<file path="src/design/octsc_pkg.sv">
package octsc_pkg;
  // core clock rate
  localparam int CLK_MHZ = 250;

  // register port widths
  localparam int ADDR_W = 8;
  localparam int DATA_W = 8;

  // register byte offsets
  localparam logic [7:0] REG_TUNE = 8'h00;
  localparam logic [7:0] REG_SPREAD = 8'h04;
  localparam logic [7:0] REG_EXT = 8'h08;
  localparam logic [7:0] REG_OUTSEL = 8'h0c;
  localparam logic [7:0] REG_STATUS = 8'h10;

  // field positions
  localparam int SPREAD_EN_BIT = 0;
  localparam int SPREAD_CAR_BIT = 1;
  localparam int EXT_DIV_BIT = 0;
  localparam int EXT_ROUTE_BIT = 1;
  localparam int OUT_PICK_BIT = 4;
  localparam int ST_RANGE_BIT = 0;
  localparam int ST_ROUTED_BIT = 1;
  localparam int ST_LOCK_BIT = 2;
  localparam int ST_SETTLE_BIT = 3;

  // values after reset
  localparam logic [3:0] TUNE_RESET = 4'h0;
  localparam logic [3:0] OUTSEL_RESET = 4'h0;

  // tuning codes of the defined set
  localparam logic [3:0] TUNE_UP_MAX = 4'h4;
  localparam logic [3:0] TUNE_DN_MIN = 4'h9;
  localparam logic [3:0] TUNE_DN_MAX = 4'hc;

  // sync output select codes
  localparam logic [3:0] OSEL_PREREG = 4'h1;
  localparam logic [3:0] OSEL_CORE_BUCK = 4'h3;
  localparam logic [3:0] OSEL_AUX_BUCK = 4'h5;
  localparam logic [3:0] OSEL_SWITCH = 4'h6;
  localparam logic [3:0] OSEL_MAIN_DIV = 4'h7;
  localparam logic [3:0] OSEL_FS_DIV = 4'h8;
  localparam logic [3:0] OSEL_EXT_DIV = 4'h9;

  // switching clock rates and half periods in core cycles
  localparam int FAST_KHZ = 2220;
  localparam int SLOW_KHZ = 455;
  localparam int FAST_HALF = CLK_MHZ * 1000 / (2 * FAST_KHZ);
  localparam int SLOW_HALF = CLK_MHZ * 1000 / (2 * SLOW_KHZ);

  // oscillator monitor dividers in input edges per period, and their half periods
  localparam int OSC_DIV = 48;
  localparam int OSC_HALF = OSC_DIV / 2;
  localparam int EXT_PRE_DIV = 6;
  localparam int EXT_HALF = EXT_PRE_DIV / 2;

  // divided external clock period window, in ns and cycles
  localparam int EXT_MIN_NS = 2000;
  localparam int EXT_LOST_NS = 3000;
  localparam int SYNC_LAT = 4;
  localparam int EXT_MIN_CYC = EXT_MIN_NS * CLK_MHZ / 1000;
  localparam int EXT_LOST_CYC = EXT_LOST_NS * CLK_MHZ / 1000 - SYNC_LAT;

  // pll lock and settle times in us
  localparam int LOCK_US = 90;
  localparam int SETTLE_US = 125;

  // spread spectrum: deviation in 0.1 percent units, triangle steps
  localparam int SPREAD_DEV = 50;
  localparam int SPREAD_STEPS = 4 * SPREAD_DEV;
  localparam int CAR_SLOW_HZ = 23000;
  localparam int CAR_FAST_HZ = 94000;
  localparam int STEP_SLOW =
    CLK_MHZ * 1000000 / CAR_SLOW_HZ / SPREAD_STEPS;
  localparam int STEP_FAST =
    CLK_MHZ * 1000000 / CAR_FAST_HZ / SPREAD_STEPS;

  // external route sequencer
  typedef enum logic [1:0] {
    ROUTE_IDLE,
    ROUTE_LOCK,
    ROUTE_EXT
  } octsc_route_t;
endpackage

</file>
<file path="src/design/octsc_ext_monitor.sv">
`timescale 1ns/1ps
module octsc_ext_monitor (
  input wire logic core_clk,
  input wire logic reset,
  input wire logic syncClockIn,
  input wire logic dividerSelect,
  output logic dividedExtClock,
  output logic extClockInRange
);
  logic sync1_reg, sync2_reg, prev_reg;
  logic [1:0] edgeCnt_reg, edgeCnt_next;
  logic divClk_reg, divClk_next, divPrev_reg;
  logic [9:0] perCnt_reg, perCnt_next;
  logic inRange_reg, inRange_next;
  logic inEdge, divEdge;

  // edge of the pin after two flops, and of the divided clock
  assign inEdge = sync2_reg & ~prev_reg;
  assign divEdge = divClk_reg & ~divPrev_reg;

  // input divider and period watchdog
  always_comb begin
    edgeCnt_next = edgeCnt_reg;
    divClk_next = divClk_reg;
    perCnt_next = perCnt_reg;
    inRange_next = inRange_reg;
    if (!dividerSelect) begin
      divClk_next = sync2_reg;
      edgeCnt_next = 2'h0;
    end else if (inEdge) begin
      if (edgeCnt_reg == 2'(octsc_pkg::EXT_HALF - 1)) begin
        edgeCnt_next = 2'h0;
        divClk_next = ~divClk_reg;
      end else begin
        edgeCnt_next = edgeCnt_reg + 2'h1;
      end
    end
    if (divEdge) begin
      perCnt_next = 10'h000;
      // short deviation: period below the window fails at once
      inRange_next = (perCnt_reg >= 10'(octsc_pkg::EXT_MIN_CYC));
    end else if (perCnt_reg >= 10'(octsc_pkg::EXT_LOST_CYC)) begin
      inRange_next = 1'b0; // long period or lost input
    end else begin
      perCnt_next = perCnt_reg + 10'h001;
    end
  end

  always_ff @(posedge core_clk) begin
    if (reset) begin
      sync1_reg <= 1'b0;
      sync2_reg <= 1'b0;
      prev_reg <= 1'b0;
      edgeCnt_reg <= 2'h0;
      divClk_reg <= 1'b0;
      divPrev_reg <= 1'b0;
      perCnt_reg <= 10'h000;
      inRange_reg <= 1'b0;
    end else begin
      sync1_reg <= syncClockIn;
      sync2_reg <= sync1_reg;
      prev_reg <= sync2_reg;
      edgeCnt_reg <= edgeCnt_next;
      divClk_reg <= divClk_next;
      divPrev_reg <= divClk_reg;
      perCnt_reg <= perCnt_next;
      inRange_reg <= inRange_next;
    end
  end

  assign dividedExtClock = divClk_reg;
  assign extClockInRange = inRange_reg;
endmodule

</file>
<file path="src/design/octsc_clock_ctrl.sv">
`timescale 1ns/1ps
module octsc_clock_ctrl #(
  parameter int LOCK_CYCLES = octsc_pkg::LOCK_US * octsc_pkg::CLK_MHZ,
  parameter int SETTLE_CYCLES = octsc_pkg::SETTLE_US * octsc_pkg::CLK_MHZ
) (
  input wire logic core_clk,
  input wire logic reset,
  input wire logic [7:0] regAddr,
  input wire logic [7:0] regWrData,
  input wire logic regWrEn,
  input wire logic regRdEn,
  output logic [7:0] regRdData,
  input wire logic mainOscillator,
  input wire logic failsafeOscillator,
  input wire logic syncClockIn,
  input wire logic pllFuseEnable,
  input wire logic preregSlowSelect,
  output logic [3:0] oscTuneCode,
  output logic spreadActive,
  output logic [6:0] spreadOffset,
  output logic preregulatorClock,
  output logic coreBuckClock,
  output logic auxBuckClock,
  output logic pllInputEnable,
  output logic extRouteActive,
  output logic syncClockOut
);
  // half-period toggler shared by the switching and oscillator dividers
  function automatic logic [8:0] divCount(input logic [8:0] cnt,
                                          input int half);
    divCount = (cnt >= 9'(half - 1)) ? 9'h000 : cnt + 9'h001;
  endfunction

  // defined tuning codes, anything else maps to the 20 MHz code
  function automatic logic [3:0] tuneMap(input logic [3:0] code);
    if (code <= octsc_pkg::TUNE_UP_MAX) begin
      tuneMap = code;
    end else if (code >= octsc_pkg::TUNE_DN_MIN &&
                 code <= octsc_pkg::TUNE_DN_MAX) begin
      tuneMap = code;
    end else begin
      tuneMap = octsc_pkg::TUNE_RESET;
    end
  endfunction

  logic [3:0] tune_reg, tune_next, tuneEff_reg, tuneEff_next;
  logic spreadEn_reg, spreadEn_next, carrier_reg, carrier_next;
  logic extDiv_reg, extDiv_next, routeBit_reg, routeBit_next;
  logic [3:0] outSel_reg, outSel_next;
  logic outPick_reg, outPick_next;
  logic [7:0] rdData_reg, rdData_next;
  logic [6:0] offset_reg, offset_next;
  logic spreadUp_reg, spreadUp_next;
  logic [5:0] stepCnt_reg, stepCnt_next;
  logic [8:0] fastCnt_reg, fastCnt_next, slowCnt_reg, slowCnt_next;
  logic fastClk_reg, fastClk_next, slowClk_reg, slowClk_next;
  logic prereg_reg, prereg_next, coreBuck_reg, auxBuck_reg;
  logic mainS1_reg, mainS2_reg, mainPrev_reg;
  logic fsS1_reg, fsS2_reg, fsPrev_reg;
  logic [8:0] mainCnt_reg, mainCnt_next, fsCnt_reg, fsCnt_next;
  logic mainDiv_reg, mainDiv_next, fsDiv_reg, fsDiv_next;
  octsc_pkg::octsc_route_t route_reg, route_next;
  logic [15:0] lockCnt_reg, lockCnt_next;
  logic locked_reg, locked_next, settled_reg, settled_next;
  logic pllIn_reg, pllIn_next, extAct_reg, extAct_next;
  logic syncOut_reg, syncOut_next;
  logic dividedExtClock, extClockInRange;
  logic [5:0] stepLimit;

  // divider and watchdog of the sync input
  octsc_ext_monitor u_monitor (
    .core_clk(core_clk),
    .reset(reset),
    .syncClockIn(syncClockIn),
    .dividerSelect(extDiv_reg),
    .dividedExtClock(dividedExtClock),
    .extClockInRange(extClockInRange)
  );

  // register writes, readback and tuning code
  always_comb begin
    tune_next = tune_reg;
    spreadEn_next = spreadEn_reg;
    carrier_next = carrier_reg;
    extDiv_next = extDiv_reg;
    routeBit_next = routeBit_reg;
    outSel_next = outSel_reg;
    outPick_next = outPick_reg;
    rdData_next = 8'h00;
    if (regWrEn) begin
      unique case (regAddr)
        octsc_pkg::REG_TUNE: tune_next = regWrData[3:0];
        octsc_pkg::REG_SPREAD: begin
          spreadEn_next = regWrData[octsc_pkg::SPREAD_EN_BIT];
          carrier_next = regWrData[octsc_pkg::SPREAD_CAR_BIT];
        end
        octsc_pkg::REG_EXT: begin
          extDiv_next = regWrData[octsc_pkg::EXT_DIV_BIT];
          routeBit_next = regWrData[octsc_pkg::EXT_ROUTE_BIT];
        end
        octsc_pkg::REG_OUTSEL: begin
          outSel_next = regWrData[3:0];
          outPick_next = regWrData[octsc_pkg::OUT_PICK_BIT];
        end
        default: ;
      endcase
    end
    // loss of the input drops the route bit; host must redo it
    if (routeBit_reg && route_reg != octsc_pkg::ROUTE_IDLE &&
        !extClockInRange) begin
      routeBit_next = 1'b0;
    end
    if (regRdEn) begin
      unique case (regAddr)
        octsc_pkg::REG_TUNE: rdData_next = {4'h0, tune_reg};
        octsc_pkg::REG_SPREAD: rdData_next = {6'h00, carrier_reg,
                                              spreadEn_reg};
        octsc_pkg::REG_EXT: rdData_next = {6'h00, routeBit_reg, extDiv_reg};
        octsc_pkg::REG_OUTSEL: rdData_next = {3'h0, outPick_reg, outSel_reg};
        octsc_pkg::REG_STATUS: begin
          rdData_next[octsc_pkg::ST_RANGE_BIT] = extClockInRange;
          rdData_next[octsc_pkg::ST_ROUTED_BIT] = extAct_reg;
          rdData_next[octsc_pkg::ST_LOCK_BIT] = locked_reg;
          rdData_next[octsc_pkg::ST_SETTLE_BIT] = settled_reg;
        end
        default: rdData_next = 8'h00;
      endcase
    end
    tuneEff_next = tuneMap(tune_next);
  end

  // triangular spread carrier, offset in 0.1 percent units
  assign stepLimit = carrier_reg ? 6'(octsc_pkg::STEP_FAST)
                                 : 6'(octsc_pkg::STEP_SLOW);
  always_comb begin
    offset_next = offset_reg;
    spreadUp_next = spreadUp_reg;
    stepCnt_next = stepCnt_reg;
    if (!spreadEn_reg) begin
      offset_next = 7'h00;
      spreadUp_next = 1'b1;
      stepCnt_next = 6'h00;
    end else if (stepCnt_reg >= stepLimit - 6'h01) begin
      stepCnt_next = 6'h00;
      if (spreadUp_reg) begin
        offset_next = offset_reg + 7'h01;
        if ($signed(offset_reg) >= 7'(octsc_pkg::SPREAD_DEV - 1)) begin
          spreadUp_next = 1'b0;
        end
      end else begin
        offset_next = offset_reg - 7'h01;
        if ($signed(offset_reg) <= 7'(1 - octsc_pkg::SPREAD_DEV)) begin
          spreadUp_next = 1'b1;
        end
      end
    end else begin
      stepCnt_next = stepCnt_reg + 6'h01;
    end
  end

  // switching clocks and oscillator dividers, all at 50 percent duty
  always_comb begin
    fastCnt_next = divCount(fastCnt_reg, octsc_pkg::FAST_HALF);
    slowCnt_next = divCount(slowCnt_reg, octsc_pkg::SLOW_HALF);
    fastClk_next = (fastCnt_reg == 9'(octsc_pkg::FAST_HALF - 1)) ?
                   ~fastClk_reg : fastClk_reg;
    slowClk_next = (slowCnt_reg == 9'(octsc_pkg::SLOW_HALF - 1)) ?
                   ~slowClk_reg : slowClk_reg;
    prereg_next = preregSlowSelect ? slowClk_reg : fastClk_reg;
    mainCnt_next = mainCnt_reg;
    mainDiv_next = mainDiv_reg;
    fsCnt_next = fsCnt_reg;
    fsDiv_next = fsDiv_reg;
    if (mainS2_reg && !mainPrev_reg) begin
      mainCnt_next = divCount(mainCnt_reg, octsc_pkg::OSC_HALF);
      if (mainCnt_reg == 9'(octsc_pkg::OSC_HALF - 1)) begin
        mainDiv_next = ~mainDiv_reg;
      end
    end
    if (fsS2_reg && !fsPrev_reg) begin
      fsCnt_next = divCount(fsCnt_reg, octsc_pkg::OSC_HALF);
      if (fsCnt_reg == 9'(octsc_pkg::OSC_HALF - 1)) begin
        fsDiv_next = ~fsDiv_reg;
      end
    end
  end

  // external route sequencer with lock and settle timers
  always_comb begin
    route_next = route_reg;
    lockCnt_next = lockCnt_reg;
    locked_next = locked_reg;
    settled_next = settled_reg;
    unique case (route_reg)
      octsc_pkg::ROUTE_IDLE: begin
        lockCnt_next = 16'h0000;
        locked_next = 1'b0;
        settled_next = 1'b0;
        // route only with the fuse set and a good input
        if (routeBit_reg && pllFuseEnable && extClockInRange) begin
          route_next = octsc_pkg::ROUTE_LOCK;
        end
      end
      octsc_pkg::ROUTE_LOCK: begin
        lockCnt_next = lockCnt_reg + 16'h0001;
        if (lockCnt_reg >= 16'(LOCK_CYCLES - 1)) begin
          locked_next = 1'b1;
          route_next = octsc_pkg::ROUTE_EXT;
        end
      end
      octsc_pkg::ROUTE_EXT: begin
        if (!settled_reg) begin
          lockCnt_next = lockCnt_reg + 16'h0001;
        end
        if (lockCnt_reg >= 16'(SETTLE_CYCLES - 1)) begin
          settled_next = 1'b1;
        end
      end
    endcase
    if (route_reg != octsc_pkg::ROUTE_IDLE &&
        (!extClockInRange || !routeBit_reg)) begin
      route_next = octsc_pkg::ROUTE_IDLE;
    end
    pllIn_next = (route_next != octsc_pkg::ROUTE_IDLE);
    extAct_next = (route_next == octsc_pkg::ROUTE_EXT);
  end

  // sync output multiplexer
  always_comb begin
    unique case (outSel_reg)
      octsc_pkg::OSEL_PREREG: syncOut_next = prereg_reg;
      octsc_pkg::OSEL_CORE_BUCK: syncOut_next = coreBuck_reg;
      octsc_pkg::OSEL_AUX_BUCK: syncOut_next = auxBuck_reg;
      octsc_pkg::OSEL_SWITCH:
        syncOut_next = outPick_reg ? slowClk_reg : fastClk_reg;
      octsc_pkg::OSEL_MAIN_DIV:
        syncOut_next = pllFuseEnable & mainDiv_reg;
      octsc_pkg::OSEL_FS_DIV: syncOut_next = fsDiv_reg;
      octsc_pkg::OSEL_EXT_DIV: syncOut_next = dividedExtClock;
      default: syncOut_next = 1'b0;
    endcase
  end

  always_ff @(posedge core_clk) begin
    if (reset) begin
      tune_reg <= octsc_pkg::TUNE_RESET;
      tuneEff_reg <= octsc_pkg::TUNE_RESET;
      spreadEn_reg <= 1'b0;
      carrier_reg <= 1'b0;
      extDiv_reg <= 1'b0;
      routeBit_reg <= 1'b0;
      outSel_reg <= octsc_pkg::OUTSEL_RESET;
      outPick_reg <= 1'b0;
      rdData_reg <= 8'h00;
      offset_reg <= 7'h00;
      spreadUp_reg <= 1'b1;
      stepCnt_reg <= 6'h00;
      fastCnt_reg <= 9'h000;
      slowCnt_reg <= 9'h000;
      fastClk_reg <= 1'b0;
      slowClk_reg <= 1'b0;
      prereg_reg <= 1'b0;
      coreBuck_reg <= 1'b0;
      auxBuck_reg <= 1'b0;
      mainS1_reg <= 1'b0;
      mainS2_reg <= 1'b0;
      mainPrev_reg <= 1'b0;
      fsS1_reg <= 1'b0;
      fsS2_reg <= 1'b0;
      fsPrev_reg <= 1'b0;
      mainCnt_reg <= 9'h000;
      fsCnt_reg <= 9'h000;
      mainDiv_reg <= 1'b0;
      fsDiv_reg <= 1'b0;
      route_reg <= octsc_pkg::ROUTE_IDLE;
      lockCnt_reg <= 16'h0000;
      locked_reg <= 1'b0;
      settled_reg <= 1'b0;
      pllIn_reg <= 1'b0;
      extAct_reg <= 1'b0;
      syncOut_reg <= 1'b0;
    end else begin
      tune_reg <= tune_next;
      tuneEff_reg <= tuneEff_next;
      spreadEn_reg <= spreadEn_next;
      carrier_reg <= carrier_next;
      extDiv_reg <= extDiv_next;
      routeBit_reg <= routeBit_next;
      outSel_reg <= outSel_next;
      outPick_reg <= outPick_next;
      rdData_reg <= rdData_next;
      offset_reg <= offset_next;
      spreadUp_reg <= spreadUp_next;
      stepCnt_reg <= stepCnt_next;
      fastCnt_reg <= fastCnt_next;
      slowCnt_reg <= slowCnt_next;
      fastClk_reg <= fastClk_next;
      slowClk_reg <= slowClk_next;
      prereg_reg <= prereg_next;
      coreBuck_reg <= fastClk_reg; // both bucks on the fast clock
      auxBuck_reg <= fastClk_reg;
      mainS1_reg <= mainOscillator;
      mainS2_reg <= mainS1_reg;
      mainPrev_reg <= mainS2_reg;
      fsS1_reg <= failsafeOscillator;
      fsS2_reg <= fsS1_reg;
      fsPrev_reg <= fsS2_reg;
      mainCnt_reg <= mainCnt_next;
      fsCnt_reg <= fsCnt_next;
      mainDiv_reg <= mainDiv_next;
      fsDiv_reg <= fsDiv_next;
      route_reg <= route_next;
      lockCnt_reg <= lockCnt_next;
      locked_reg <= locked_next;
      settled_reg <= settled_next;
      pllIn_reg <= pllIn_next;
      extAct_reg <= extAct_next;
      syncOut_reg <= syncOut_next;
    end
  end

  // outputs straight from flops
  assign regRdData = rdData_reg;
  assign oscTuneCode = tuneEff_reg;
  assign spreadActive = spreadEn_reg;
  assign spreadOffset = offset_reg;
  assign preregulatorClock = prereg_reg;
  assign coreBuckClock = coreBuck_reg;
  assign auxBuckClock = auxBuck_reg;
  assign pllInputEnable = pllIn_reg;
  assign extRouteActive = extAct_reg;
  assign syncClockOut = syncOut_reg;
endmodule

</file>
<file path="config.mk">
export PLATFORM = sky130hd
export DESIGN_NAME = octsc_clock_ctrl
export DESIGN_NICKNAME = d
export VERILOG_FILES = /design/src/design/octsc_pkg.sv /design/src/design/octsc_ext_monitor.sv /design/src/design/octsc_clock_ctrl.sv
export SDC_FILE = /design/constraint.sdc
export NUM_CORES = 1
export LEC_CHECK = 0
export BUFFER_PORTS_ARGS = -buffer_cell sky130_fd_sc_hd__buf_2
export CORE_MARGIN = 2
export CORE_UTILIZATION = 60
export CTS_BUF_LIST = sky130_fd_sc_hd__clkbuf_4 sky130_fd_sc_hd__clkbuf_8 sky130_fd_sc_hd__clkbuf_16
export CTS_CLUSTER_DIAMETER = 30
export CTS_CLUSTER_SIZE = 40
export DETAILED_ROUTE_END_ITERATION = 7
export PLACE_DENSITY = 0.8
export SYNTH_ARGS = -nofsm -noshare
export SYNTH_HDL_FRONTEND = slang
export SYNTH_HIERARCHICAL = 1
export SYNTH_SLANG_ARGS = --single-unit
</file>
<file path="constraint.sdc">
create_clock -name core_clk -period 4.95 [get_ports core_clk]
set_input_delay 0.2475 -clock core_clk [delete_from_list [all_inputs] [get_ports core_clk]]
set_output_delay 0.2475 -clock core_clk [all_outputs]
set_load 0.02 [all_outputs]
</file>
==> results.md <==
- P_leak: ~2.6 nW
- Worst-path clk slew: 0.06 ns
- Cells after DPL: about 800
- Slowest-stage cell, CP: o21ai_1
- Final global-route overflow total: 0
- CP required: ~5.4 ns
- Overall power: about 2.5 mW
- CP max FO: 12
- Met2 Resource Use GR: 0.394
- Power Dens Cells: roughly 360 mW/mm²
- CTS Root Cell: clkbuf_8
- GPL Wtd Cong: between 0.8 and 0.9
- Mapped Cells: 646
- Seq/Total Area, Yosys: 0.432
- Ant diodes: 0
- Final std cells w/o fill: approximately 840
- Clock buffer count from CTS: 17
- Htree depth: 4
- Number of I/O port buffers: 44
- M3 GR Usage: 0.0780
- Final hold vios: 0
- Async SR Flop Fraction: 0
- Final setup violation count: 0
- Filler cells: 693
- Fin util: 0.730
- # DRC: 0
- Post-route ant nets: 0
- Core ar.: between 0.009 and 0.01 mm²
- Number of synthesized register bits: 125
- Worst min-delay path category: in -> reg
- Post-synthesis compound-gate area fraction: 0.122
- Vias in the first global route: about 4.4k
- Synth area leader: dfxtp_1
- Peak supply drop: roughly 420 µV
- Total GRT Usage: 0.236
- CTS tree: built
- Top cell type's share of synthesized area: 0.432
- Post-synthesis mux area share: 0.0417
- Number of synthesized flops with an enable pin: 0
- Startpoint types: register
- Syn_area_per_cell: between 8 and 9 µm²
- Cell breakdown of the critical path: inv_1 > ha_1 > or3b_1 > a31oi_1 > o21ai_1 > a21oi_1 > a311o_1
- Commonest cells in the synthesized netlist: 125 x dfxtp_1, 107 x nor2_1, 32 x nand2_1
- Largest net degree at the start of global routing: 40
- Final Cycle Share: 0.483
- Count leader, synth: dfxtp_1
- YS warnings: 6
- Via density: about 5.6
- Area Growth Syn to Fin: 17.0%
- Delay-heaviest family, CP: compound AO/OA/AOI/OAI gates
- Initial antenna violation count: 1
- Post-Syn Area: roughly 0.0058 mm²
- Critical Path AT: about 2.8 ns
- Area contributors post-synth: dfxtp_1 43%, nor2_1 6.9%, ha_1 5.0%, xor2_1 4.1%, mux2i_1 4.0%
- Starting Density: 0.624
- Full die area: 0.0105 mm²
- Most used flip-flop cell after synthesis: dfxtp_1
- Post-Synth XOR/XNOR Area: 0.0741
- 1st-pass router iterations: 5
- Met1 Use GR: 0.283
- Die W: between 100 and 150 µm
- Max reg flops: 16
- CTS max path bufs: 2
- Fin Clk Skew: roughly 0.0082 ns
- Post-CTS sizing: 0
- Die Y: around 100 µm
- RSZ-0062 raised after global routing: no
- Post-layout min period: around 2.4 ns
- Setup TNS: 0 ns
- Final wirelength: about 12 mm
- CP endpoint kind: register
- Setup Fix Bufs, Post-CTS: 0
- Fmax: between 0.4 and 0.5 GHz
- # nets final: ~740
- Status: finished clean
- Grt peak-use layer: met2
- Global-route wire length before repair: between 15 and 20 mm
- Layout cells sized above 1: 0.130
- Max Cap Viol: 0
- Simple-gate share of the synthesized area: 0.240
- Rel. slew slack: 0.267
- Worst Tran Pin Value: approximately 1.1 ns
- Slowest stage delay, CP: roughly 0.77 ns
- Max-slew violations: 0
- Crit Path Category: reg -> reg
- Main combinational cell family by area after synthesis: simple AND/OR/NAND/NOR gates
- Fin Hold WS: between 0.03 and 0.04 ns
- Post-DP HPWL: just under 8 mm
- Wire per inst: approximately 14 µm
- Cell variety after synth: ~70
- FP Rows: 35
- Ports: between 50 and 60
- CTS sink cnt: about 130
- Vias post-DR: 4698
- CP Buf/Inv Count: 1
- Clk Latency, worst-skew pair: 0.53 ns
- Number of DRC markers in iteration 0: around 180
- Synthesized-area fraction occupied by adder cells: 0.0531
## power by group
group          switching [mW]  internal (mW)  leakage [nW]
Sequential            0.00957           1.02          1.01
Clock                   0.454          0.926         0.311
Combinational          0.0358         0.0242          1.32
Total                   0.499           1.97          2.65
## routing by layer
| metal | up-vias | routed length, µm | part of all wire |
|---|---|---|---|
| met3 | 21 | 441 | 0.038 |
| li1 | 2364 | - | - |
| met2 | 86 | 5830 | 0.50 |
| met5 | - | 11 | 0.00094 |
| met1 | 2225 | 5190 | 0.45 |
| met4 | 2 | 185 | 0.016 |
## worst reg2reg max path: cells and delay by family, from the launching register on
kind / cells / cell delay [ns]
fa+ha+maj: 1 / 0.28
buf+inv: 1 / 0.10
flops: 1 / 0.41
simple gates: 1 / 0.10
compound gates: 4 / 1.40
## final timing paths
kind                                                   to  slack, ns  depth (start not counted)                     start
worst min register to register        fsS2_reg$_SDFF_PP0_       0.44                          1       fsS1_reg$_SDFF_PP0_
worst min-delay path               tune_reg[3]$_SDFF_PP0_       0.04                          3              regWrData[3]
worst max-delay path            spreadUp_reg$_SDFFE_PP1P_       2.56                          7  carrier_reg$_SDFFE_PP0P_
worst max register to register  spreadUp_reg$_SDFFE_PP1P_       2.56                          7  carrier_reg$_SDFFE_PP0P_
## stage by stage
step | setup WS, ns | instance area (µm²)
2_1_floorplan | 3.01 | 5810
4_1_cts | 2.54 | 6780
3_3_place_gp | 2.64 | 6070
6_report | 2.56 | 6780
3_5_place_dp | 2.56 | 6070
5_1_grt | 2.42 | 6780
## kinds of logic (layout without fill, tap and decap cells)
group                    after synthesis  after routing
AND/OR/NAND/NOR                      268            268
flip-flops                           125            125
AO/OA/AOI/OAI                        108            108
XOR/XNOR                              49             49
buffers and inverters                 47            104
adder cells (fa/ha/maj)               24             24
multiplexers                          24             24
other                                  1              6
## repair_timing
action	in CTS	in global routing
setup endpoints to repair	0	0
hold buffers	4	0
hold endpoints to repair	4	0
## placed cells by master (no fill, tap or decap), types with 7 or more instances in the layout
master / count
nand4_1: 12
inv_1: 23
a211oi_1: 8
nand2_1: 32
clkbuf_16: 16
nor3_1: 8
mux2i_1: 23
ha_1: 23
nand3_1: 25
xor2_1: 27
a21oi_1: 30
o21ai_0: 17
xnor2_1: 22
a31oi_1: 10
nor2_1: 107
buf_2: 44
nand2b_1: 7
and3_1: 13
nor2b_1: 16
dfxtp_1: 125
a21o_1: 7
## final cells by class
class | count | area [µm²] | share of cell area
clock inverters | 14 | 241 | 0.0356
clock buffers | 18 | 422 | 0.0622
inverters | 23 | 86.3 | 0.0127
well taps | 129 | 161 | 0.0238
repair buffers | 49 | 268 | 0.0395
multi-input cells | 479 | 3100 | 0.457
flip-flops and latches | 125 | 2500 | 0.369
Power figures use the tool's default switching activity.
